$ cat config.mk
export PLATFORM = sky130hd
export DESIGN_NAME = parallel_io_port_bank
export DESIGN_NICKNAME = d
export VERILOG_FILES = /design/src/logic/io_bank_pkg.sv /design/src/logic/parallel_io_port_bank.sv
export VERILOG_INCLUDE_DIRS = /design/src /design/src/logic
export SDC_FILE = /design/constraint.sdc
export NUM_CORES = 1
export LEC_CHECK = 0
export BUFFER_PORTS_ARGS = -buffer_cell sky130_fd_sc_hd__buf_2
export CELL_PAD_IN_SITES_DETAIL_PLACEMENT = 0
export CELL_PAD_IN_SITES_GLOBAL_PLACEMENT = 1
export CORE_AREA = 2 2 208 210
export DETAILED_ROUTE_END_ITERATION = 7
export DIE_AREA = 0 0 210 212
export GPL_ROUTABILITY_DRIVEN = 0
export MAX_ROUTING_LAYER = met4
export PLACE_DENSITY = 0.8
export SLEW_MARGIN = 0
export SYNTH_ARGS = -nofsm -noshare
export SYNTH_HDL_FRONTEND = slang
export SYNTH_SLANG_ARGS = --single-unit
export TNS_END_PERCENT = 20
$ cat constraint.sdc
create_clock -name pclk -period 2.1 [get_ports pclk]
set_input_delay 0.21 -clock pclk [delete_from_list [all_inputs] [get_ports pclk]]
set_output_delay 0.21 -clock pclk [all_outputs]
set_load 0.01 [all_outputs]
$ cat src/logic/io_bank_regs.svh
// register indices, field masks, reset values for the i/o port bank
// assumes byte address = 4 * index on a 32-bit apb bus
`ifndef IO_BANK_REGS_SVH
`define IO_BANK_REGS_SVH

// per-port register indices: data, direction, options
`define IDX_PORT_A_DATA 5'h00
`define IDX_PORT_A_DIR 5'h01
`define IDX_PORT_A_OPT 5'h02
`define IDX_PORT_B_DATA 5'h03
`define IDX_PORT_B_DIR 5'h04
`define IDX_PORT_B_OPT 5'h05
`define IDX_PORT_C_DATA 5'h06
`define IDX_PORT_C_DIR 5'h07
`define IDX_PORT_C_OPT 5'h08
`define IDX_PORT_D_DATA 5'h09
`define IDX_PORT_D_DIR 5'h0a
`define IDX_PORT_D_OPT 5'h0b
`define IDX_PORT_E_DATA 5'h0c
`define IDX_PORT_E_DIR 5'h0d
`define IDX_PORT_E_OPT 5'h0e
`define IDX_PORT_F_DATA 5'h0f
`define IDX_PORT_F_DIR 5'h10
`define IDX_PORT_F_OPT 5'h11
// event status, event mask, edge sense
`define IDX_EVT_STATUS 5'h12
`define IDX_EVT_MASK 5'h13
`define IDX_EXT_SENSE 5'h14
`define IDX_LAST 5'h14

`define PORT_RESET 8'h00
`define SENSE_RESET 8'h00

// pin capability masks, bit x = pin x
`define PA_TRUE_OD 8'hc0
`define PA_PULL_INT 8'h07
`define PA_FLOAT_INT 8'h08
`define PB_PULL_INT 8'h77
`define PB_FLOAT_INT 8'h88
`define PE_FIXED_PULLUP 8'h04
`define PF_PULL_INT 8'h03
`define PF_FLOAT_INT 8'h04

// external interrupt vector groups
`define VEC0_PA_PINS 8'h0f
`define VEC1_PF_PINS 8'h07
`define VEC2_PB_PINS 8'h0f
`define VEC3_PB_PINS 8'hf0

`endif

$ cat src/logic/io_bank_pkg.sv
// types for the i/o port bank
// assumes io_bank_regs.svh carries the numbers
package io_bank_pkg;

   typedef logic [5:0][7:0] port_bytes_t;

   // edge sense per vector
   typedef enum logic [1:0] {
      sense_low_level = 2'h0,
      sense_rising = 2'h1,
      sense_falling = 2'h2,
      sense_both = 2'h3
   } sense_t;

   typedef struct packed {
      port_bytes_t data;
      port_bytes_t dir;
      port_bytes_t opt;
      port_bytes_t pin_prev;
      logic [3:0] ext_req;
      logic [3:0] evt_status;
      logic [3:0] evt_mask;
      logic [7:0] sense;
      logic [31:0] rdata;
      logic slverr;
   } state_t;

endpackage

$ cat src/logic/parallel_io_port_bank.sv
// six 8-bit i/o ports with apb registers, pad control and external interrupts
// assumes pad inputs synchronous to pclk; pads resolved outside from oe/out/pullup
`timescale 1ns/10ps
`include "io_bank_regs.svh"

// Behaviour
// RL1: selected analog-capable pin switches onto the converter rail under converter control.
// RL2: standard pins: 00 floating in, 01 pull-up in, 10 open-drain, 11 push-pull.
// RL3: pull-up interrupt pins: 01 gives pull-up input raising external interrupts.
// RL4: floating interrupt pins: 01 gives floating input raising external interrupts.
// RL5: high-sink pins: direction only, floating input or true open-drain output.
// RL6: fixed pull-up pin: pull-up only on flash parts, else standard with floating input.
// RL7: pad behaviour follows direction, option and each pin's own capabilities.
// RL8: software moves pins only along safe transitions to avoid spurious interrupts.
// RL9: wait mode leaves pins and registers alone; external interrupt wakes device.
// RL10: halt mode leaves pins and registers alone; external interrupt wakes device.
// RL11: pin event requests interrupt only in interrupt mode with cpu mask clear; irq (evt_status & evt_mask) ignores cpu_int_masked.
// RL12: three registers per port: data, direction, option; all reset to zero.
// RL13: direction 0 input, 1 output; bit x controls pin x.
// RL14: input reads live pin, write only latch; output drives latch, reads latch.
// RL15: hidden request latch clears when cpu fetches its vector.
// RL16: peripheral alternate function overrides port programming; its output forces drive. On flash parts the fixed pull-up pin (port E pin 2) stays undriven.
// RL17: registers byte-wide read/write; write acts on pins at next clock edge.
module parallel_io_port_bank #(
   parameter bit FLASH_VARIANT = 1'b1,
   parameter logic [47:0] ANALOG_CAPABLE = 48'h0000_0000_00ff
) (
   // clock and reset
   input wire logic pclk,
   input wire logic presetn,
   // apb slave
   input wire logic psel,
   input wire logic penable,
   input wire logic pwrite,
   input wire logic [7:0] paddr,
   input wire logic [31:0] pwdata,
   output logic [31:0] prdata,
   output logic pready,
   output logic pslverr,
   // pads
   input wire logic [5:0][7:0] pad_in,
   output logic [5:0][7:0] pad_out,
   output logic [5:0][7:0] pad_oe,
   output logic [5:0][7:0] pad_pullup,
   // peripheral alternate functions
   input wire logic [5:0][7:0] alt_out_en,
   input wire logic [5:0][7:0] alt_out_val,
   input wire logic [5:0][7:0] alt_open_drain,
   output logic [5:0][7:0] alt_in,
   // converter multiplexer
   input wire logic adc_mux_en,
   input wire logic [5:0] adc_pin_sel,
   output logic [47:0] analog_switch,
   // cpu interrupt side
   input wire logic cpu_int_masked,
   input wire logic [3:0] vector_fetch,
   output logic [3:0] ext_irq,
   output logic wake_req,
   output logic irq
);

   io_bank_pkg::state_t st_reg;
   io_bank_pkg::state_t st_next;
   io_bank_pkg::port_bytes_t pull_int;
   io_bank_pkg::port_bytes_t float_int;
   io_bank_pkg::port_bytes_t true_od;
   io_bank_pkg::port_bytes_t fixed_pu;
   io_bank_pkg::port_bytes_t int_en;
   io_bank_pkg::port_bytes_t drive_val;
   io_bank_pkg::port_bytes_t out_mode;
   io_bank_pkg::port_bytes_t od_mode;
   logic [3:0] vec_event;
   logic [4:0] idx;
   logic mapped;
   logic setup_ph;
   logic access_ph;

   // per-pin event under a sense selection
   function automatic logic [7:0] pin_event(input logic [1:0] sense,
                                            input logic [7:0] cur,
                                            input logic [7:0] prev);
      logic [7:0] ev;
      ev = 8'h00;
      unique case (io_bank_pkg::sense_t'(sense))
         io_bank_pkg::sense_low_level: ev = ~cur;
         io_bank_pkg::sense_rising: ev = cur & ~prev;
         io_bank_pkg::sense_falling: ev = ~cur & prev;
         io_bank_pkg::sense_both: ev = cur ^ prev;
      endcase
      return ev;
   endfunction

   // register index of a port register
   function automatic logic [4:0] port_idx(input int p, input int k);
      return 5'((3 * p) + k);
   endfunction

   // capability maps
   always_comb begin
      pull_int = '0;
      float_int = '0;
      true_od = '0;
      fixed_pu = '0;
      pull_int[0] = `PA_PULL_INT;
      float_int[0] = `PA_FLOAT_INT;
      true_od[0] = `PA_TRUE_OD;
      pull_int[1] = `PB_PULL_INT;
      float_int[1] = `PB_FLOAT_INT;
      fixed_pu[4] = `PE_FIXED_PULLUP;
      pull_int[5] = `PF_PULL_INT;
      float_int[5] = `PF_FLOAT_INT;
   end

   // pad control per pin
   always_comb begin
      for (int p = 0; p < 6; p++) begin
         for (int b = 0; b < 8; b++) begin
            out_mode[p][b] = st_reg.dir[p][b] | alt_out_en[p][b]; // RL13 RL16
            drive_val[p][b] = alt_out_en[p][b] ? alt_out_val[p][b] // RL16
                                               : st_reg.data[p][b]; // RL14
            od_mode[p][b] = true_od[p][b] | (alt_out_en[p][b] ? alt_open_drain[p][b]
                                                             : ~st_reg.opt[p][b]); // RL2 RL5
            int_en[p][b] = ~st_reg.dir[p][b] & st_reg.opt[p][b]
                           & (pull_int[p][b] | float_int[p][b]); // RL3 RL4
            pad_pullup[p][b] = ~out_mode[p][b] & st_reg.opt[p][b] & ~float_int[p][b]
                               & ~true_od[p][b] & ~fixed_pu[p][b]; // RL2 RL3 RL4 RL7
            pad_out[p][b] = od_mode[p][b] ? 1'b0 : drive_val[p][b]; // RL2
            pad_oe[p][b] = out_mode[p][b] & (~od_mode[p][b] | ~drive_val[p][b]); // RL7
            if (fixed_pu[p][b] && FLASH_VARIANT) begin
               pad_pullup[p][b] = 1'b1; // RL6
               pad_oe[p][b] = 1'b0; // RL6
               pad_out[p][b] = 1'b0;
            end
            alt_in[p][b] = st_reg.dir[p][b] ? st_reg.data[p][b] : pad_in[p][b];
         end
      end
   end

   // converter rail switches
   always_comb begin
      for (int i = 0; i < 48; i++) begin
         analog_switch[i] = adc_mux_en & ANALOG_CAPABLE[i]
                            & (adc_pin_sel == 6'(i)); // RL1
      end
   end

   // detect per sense, then or per vector
   always_comb begin
      vec_event[0] = |(pin_event(st_reg.sense[1:0], pad_in[0], st_reg.pin_prev[0])
                       & int_en[0] & `VEC0_PA_PINS); // RL11
      vec_event[1] = |(pin_event(st_reg.sense[3:2], pad_in[5], st_reg.pin_prev[5])
                       & int_en[5] & `VEC1_PF_PINS); // RL11
      vec_event[2] = |(pin_event(st_reg.sense[5:4], pad_in[1], st_reg.pin_prev[1])
                       & int_en[1] & `VEC2_PB_PINS); // RL11
      vec_event[3] = |(pin_event(st_reg.sense[7:6], pad_in[1], st_reg.pin_prev[1])
                       & int_en[1] & `VEC3_PB_PINS); // RL11
   end

   assign setup_ph = psel & ~penable;
   assign access_ph = psel & penable;
   assign idx = paddr[6:2];
   assign mapped = (paddr[1:0] == 2'h0) && (paddr[7] == 1'b0) && (idx <= `IDX_LAST);

   // next state
   always_comb begin
      st_next = st_reg;
      st_next.pin_prev = pad_in;
      // request latch: set wins over vector fetch clear
      st_next.ext_req = (st_reg.ext_req & ~vector_fetch) | vec_event; // RL15
      st_next.evt_status = st_reg.evt_status | vec_event;
      // read data captured in setup phase
      if (setup_ph) begin
         st_next.rdata = 32'h0000_0000;
         st_next.slverr = ~mapped;
         for (int p = 0; p < 6; p++) begin
            if (idx == port_idx(p, 0)) begin
               for (int b = 0; b < 8; b++) begin
                  st_next.rdata[b] = st_reg.dir[p][b] ? st_reg.data[p][b]
                                                      : pad_in[p][b]; // RL14
               end
            end
            if (idx == port_idx(p, 1)) begin
               st_next.rdata[7:0] = st_reg.dir[p];
            end
            if (idx == port_idx(p, 2)) begin
               st_next.rdata[7:0] = st_reg.opt[p];
            end
         end
         if (idx == `IDX_EVT_STATUS) begin
            st_next.rdata[3:0] = st_reg.evt_status;
         end
         if (idx == `IDX_EVT_MASK) begin
            st_next.rdata[3:0] = st_reg.evt_mask;
         end
         if (idx == `IDX_EXT_SENSE) begin
            st_next.rdata[7:0] = st_reg.sense;
         end
         // refused address reads as zero
         if (!mapped) begin
            st_next.rdata = 32'h0000_0000;
         end
      end
      if (access_ph && mapped) begin
         if (pwrite) begin
            for (int p = 0; p < 6; p++) begin
               if (idx == port_idx(p, 0)) begin
                  st_next.data[p] = pwdata[7:0]; // RL12 RL14 RL17
               end
               if (idx == port_idx(p, 1)) begin
                  st_next.dir[p] = pwdata[7:0]; // RL12 RL17
               end
               if (idx == port_idx(p, 2)) begin
                  st_next.opt[p] = pwdata[7:0]; // RL12 RL17
               end
            end
            if (idx == `IDX_EVT_MASK) begin
               st_next.evt_mask = pwdata[3:0];
            end
            if (idx == `IDX_EXT_SENSE) begin
               st_next.sense = pwdata[7:0];
            end
         end else if (idx == `IDX_EVT_STATUS) begin
            // clear only what was shown; new events stay set
            st_next.evt_status = (st_reg.evt_status & ~st_reg.rdata[3:0]) | vec_event;
         end
      end
   end

   // registers run regardless of wait or halt mode
   always_ff @(posedge pclk or negedge presetn) begin
      if (!presetn) begin
         st_reg.data <= {6{`PORT_RESET}}; // RL12
         st_reg.dir <= {6{`PORT_RESET}}; // RL12
         st_reg.opt <= {6{`PORT_RESET}}; // RL12
         st_reg.pin_prev <= '0;
         st_reg.ext_req <= 4'h0;
         st_reg.evt_status <= 4'h0;
         st_reg.evt_mask <= 4'h0;
         st_reg.sense <= `SENSE_RESET;
         st_reg.rdata <= 32'h0000_0000;
         st_reg.slverr <= 1'b0;
      end else begin
         st_reg <= st_next; // RL9 RL10
      end
   end

   assign pready = access_ph;
   assign prdata = st_reg.rdata;
   assign pslverr = access_ph & st_reg.slverr;
   assign ext_irq = st_reg.ext_req & {4{~cpu_int_masked}}; // RL11
   assign wake_req = |st_reg.ext_req; // RL9 RL10
   assign irq = |(st_reg.evt_status & st_reg.evt_mask);

endmodule

==> flow_summary.ini <==
[outcome]
status = complete, but fails checks
violations = negative setup slack

[layout]
largest_reg_flops = 180
nets = 2200
area_growth_pct = 33.0
fin_area_sq_um = 17300
drive_gt1_share_pct = 42.9

[logic_synthesis]
syn_inst = 1393
synth_top_area_share_pct = 36.1
yosysMostFrequentCell = mux2_2
yosysWarnings = 0
yosys.area.top_type = dfrtp_1
synthFlopType = dfrtp_1
ys_types = 75
synthTopCellsByArea = dfrtp_1 (36%), mux2_2 (17%), buf_4 (4.8%), nand2_1 (4.7%), nand2b_1 (3.1%)
synthTopCellsByCount = mux2_2 (191), dfrtp_1 (188), nand2_1 (162)
async_flop_share_pct = 100
synth-edff-count = 0
synth_seq_cells = 188
syn_avg_cell_area_sq_um = 9.35
seq_area_frac_synth_pct = 36.1
synth_area_sq_um = 13000

[grt]
overflow = 0
grt_max_degree = 54
grt_pass1_wl_microns = 73900
grt_pass1_vias = 12200
grt_usage_pct = 23.0
antenna_found_initial = 4

[routing]
dr.pass1.iters = 6
num_vias = 12900
routed-wl-met2_microns = 25500
detail_route.iter0.violations = 996
antenna_left = 0
highest_layer = met4
via_per_inst = 5.20
drc = 0
wl_per_cell_microns = 20.5
met3_wirelength_microns = 3390
m1WireLength_microns = 21000
wirelength_microns = 51000

[sta]
max_freq_mhz = 475
setup_viol = 1
worst_slew_pin_slew_ns = 0.781
hold_viol = 0
finalCritPeriodShare_pct = 100
fin_skew_ns = 0.00962
rsz0062_at_grt = yes
relSlewSlack_pct = 47.7
finalCriticalPeriod_ns = 2.10
final-max-slew-violation-count = 0
setup_slack_ns = -0.00365

[floorplan]
io_pins = 529
die_h_microns = 212
core_area_sq_um = 42500
fp.dieW_microns = 210
dieArea_sq_um = 44500
initial_utilization_pct = 30.6
rows = 76

[clock_network]
clock-root-buffer = clkbuf_16
cts_buffers = 17
cts_buffer_depth = 2
clock-sinks = 188
h-tree-depth = 4
cts_setup_buffers = 0
clock_latency_ns = 0.45
cts_tree = yes
clkSlewWorstSetupHoldPaths_ns = 0.07

[worst_setup_path]
max_stage_delay_ns = 0.46
r2r_cells = 6
crit_path_start = st_reg[163]$_DFFE_PN0P_
crit_path_start_kind = flip-flop
path_class = flip-flop to flip-flop
crit_slowest_cell = mux4_2
cp_max_fo = 2
cp.required_ns = 2.42
path_buf_inv = 0
reg2reg_to = prdata[6]$_DFFE_PN0P_
reg2reg_slack_ns = -0.004
r2r-start = st_reg[163]$_DFFE_PN0P_
worstPathCellList = mux2_4 > mux4_2 > a311oi_2 > nor4_2 > o41ai_2 > a31oi_1
path_delay_family = multiplexers
cp-end-kind = flip-flop
cp_data_arrival_time_ns = 2.42

[worst_hold_path]
hold_depth = 2
hp-class = input port to flip-flop
hold_end = st_reg[67]$_DFF_PN0_
min_from = pad_in[14]

[place]
pre_cts_ws_ns = -0.234
io_buffers = 424
place.detailed.hpwl_microns = 41500
dpl-instance-area_sq_um = 16500

[power]
peakVddDrop_uv = 464
powerDensity_nw_per_um2 = 508
leakage_uw = 0.00849

[run]
cap_violations = 0
[stage by stage]
step | util, % | total power, uW | std cells | hold WS [ns] | TNS (ns)
floorplan | - | 4610 | 1466 | -0.0856 | 0
global placement | 38.7 | 5330 | 2429 | 0.225 | -0.244
detailed placement | 38.7 | 5360 | 2429 | 0.233 | -0.521
CTS | 40.7 | 8870 | 2480 | 0.0115 | -0.0465
global route | 40.7 | 9180 | 2484 | 0.0227 | -0.0807
finish | 40.7 | 8790 | 2484 | 0.0215 | -0.00365
[placed cells by master (no fill, tap or decap), types with 19 or more instances in the layout]
master / count
dlygate4sd3_1: 19
nand2_1: 162
inv_1: 48
buf_4: 125
nor2_1: 66
nor3b_1: 35
a21oi_1: 72
dfrtp_1: 188
nand2b_1: 65
mux2_2: 191
buf_2: 423
a31oi_1: 54
conb_1: 75
o21ai_0: 54
o22ai_1: 52
ha_1: 30
[cell families (layout without fill, tap and decap cells)]
family	after synthesis	in the layout	share of synthesized area (%)
multiplexers	212	212	18.6
buffers and inverters	196	664	8.31
AND/OR/NAND/NOR	436	436	17.9
other	2	79	0.0577
adder cells (fa/ha/maj)	30	30	2.88
AO/OA/AOI/OAI	329	329	16.2
flip-flops	188	188	36.1
[timing repair]
action,4_1_cts,5_1_grt
resized for setup,4,1
pin swaps,4,0
hold buffers,19,0
endpoints found under the setup margin,1,3
hold endpoints to repair,67,0
[where the power goes]
group | total [uW] | switching (uW) | internal (uW)
Combinational | 1590 | 944 | 651
Sequential | 3740 | 61.2 | 3680
Clock | 3460 | 1450 | 2000
[cell type report]
class,count,area (sq um)
Clock buffer,23,488
Sequential cell,188,4700
Tap cell,546,683
Timing Repair Buffer,584,3580
Fill cell,4253,25200
Multi-Input combinational cell,1082,7540
Clock inverter,9,133
Inverter,48,180
Antenna cell,4,10.0
[worst max path at each step]
stage	endpoint	cells after the start
finish	prdata[6]$_DFFE_PN0P_	6
detailed placement	prdata[6]$_DFFE_PN0P_	6
floorplan	prdata[6]$_DFFE_PN0P_	6
CTS	prdata[6]$_DFFE_PN0P_	6
global placement	prdata[6]$_DFFE_PN0P_	6
global route	prdata[6]$_DFFE_PN0P_	6
[per-layer routing]
layer / vias up / track usage [%]
met3: 65 / 3.87
met1: 6310 / 28.0
met5: - / -
met4: 0 / 6.55
li1: 5978 / -
met2: 559 / 39.3
[worst reg2reg max path: stages (launching register included)]
cell and delay, ns:
dfrtp_1 0.39, mux2_4 0.33, mux4_2 0.46, a311oi_2 0.23, nor4_2 0.07, o41ai_2 0.36
a31oi_1 0.14
No activity file was read; power rests on OpenSTA's default activity.
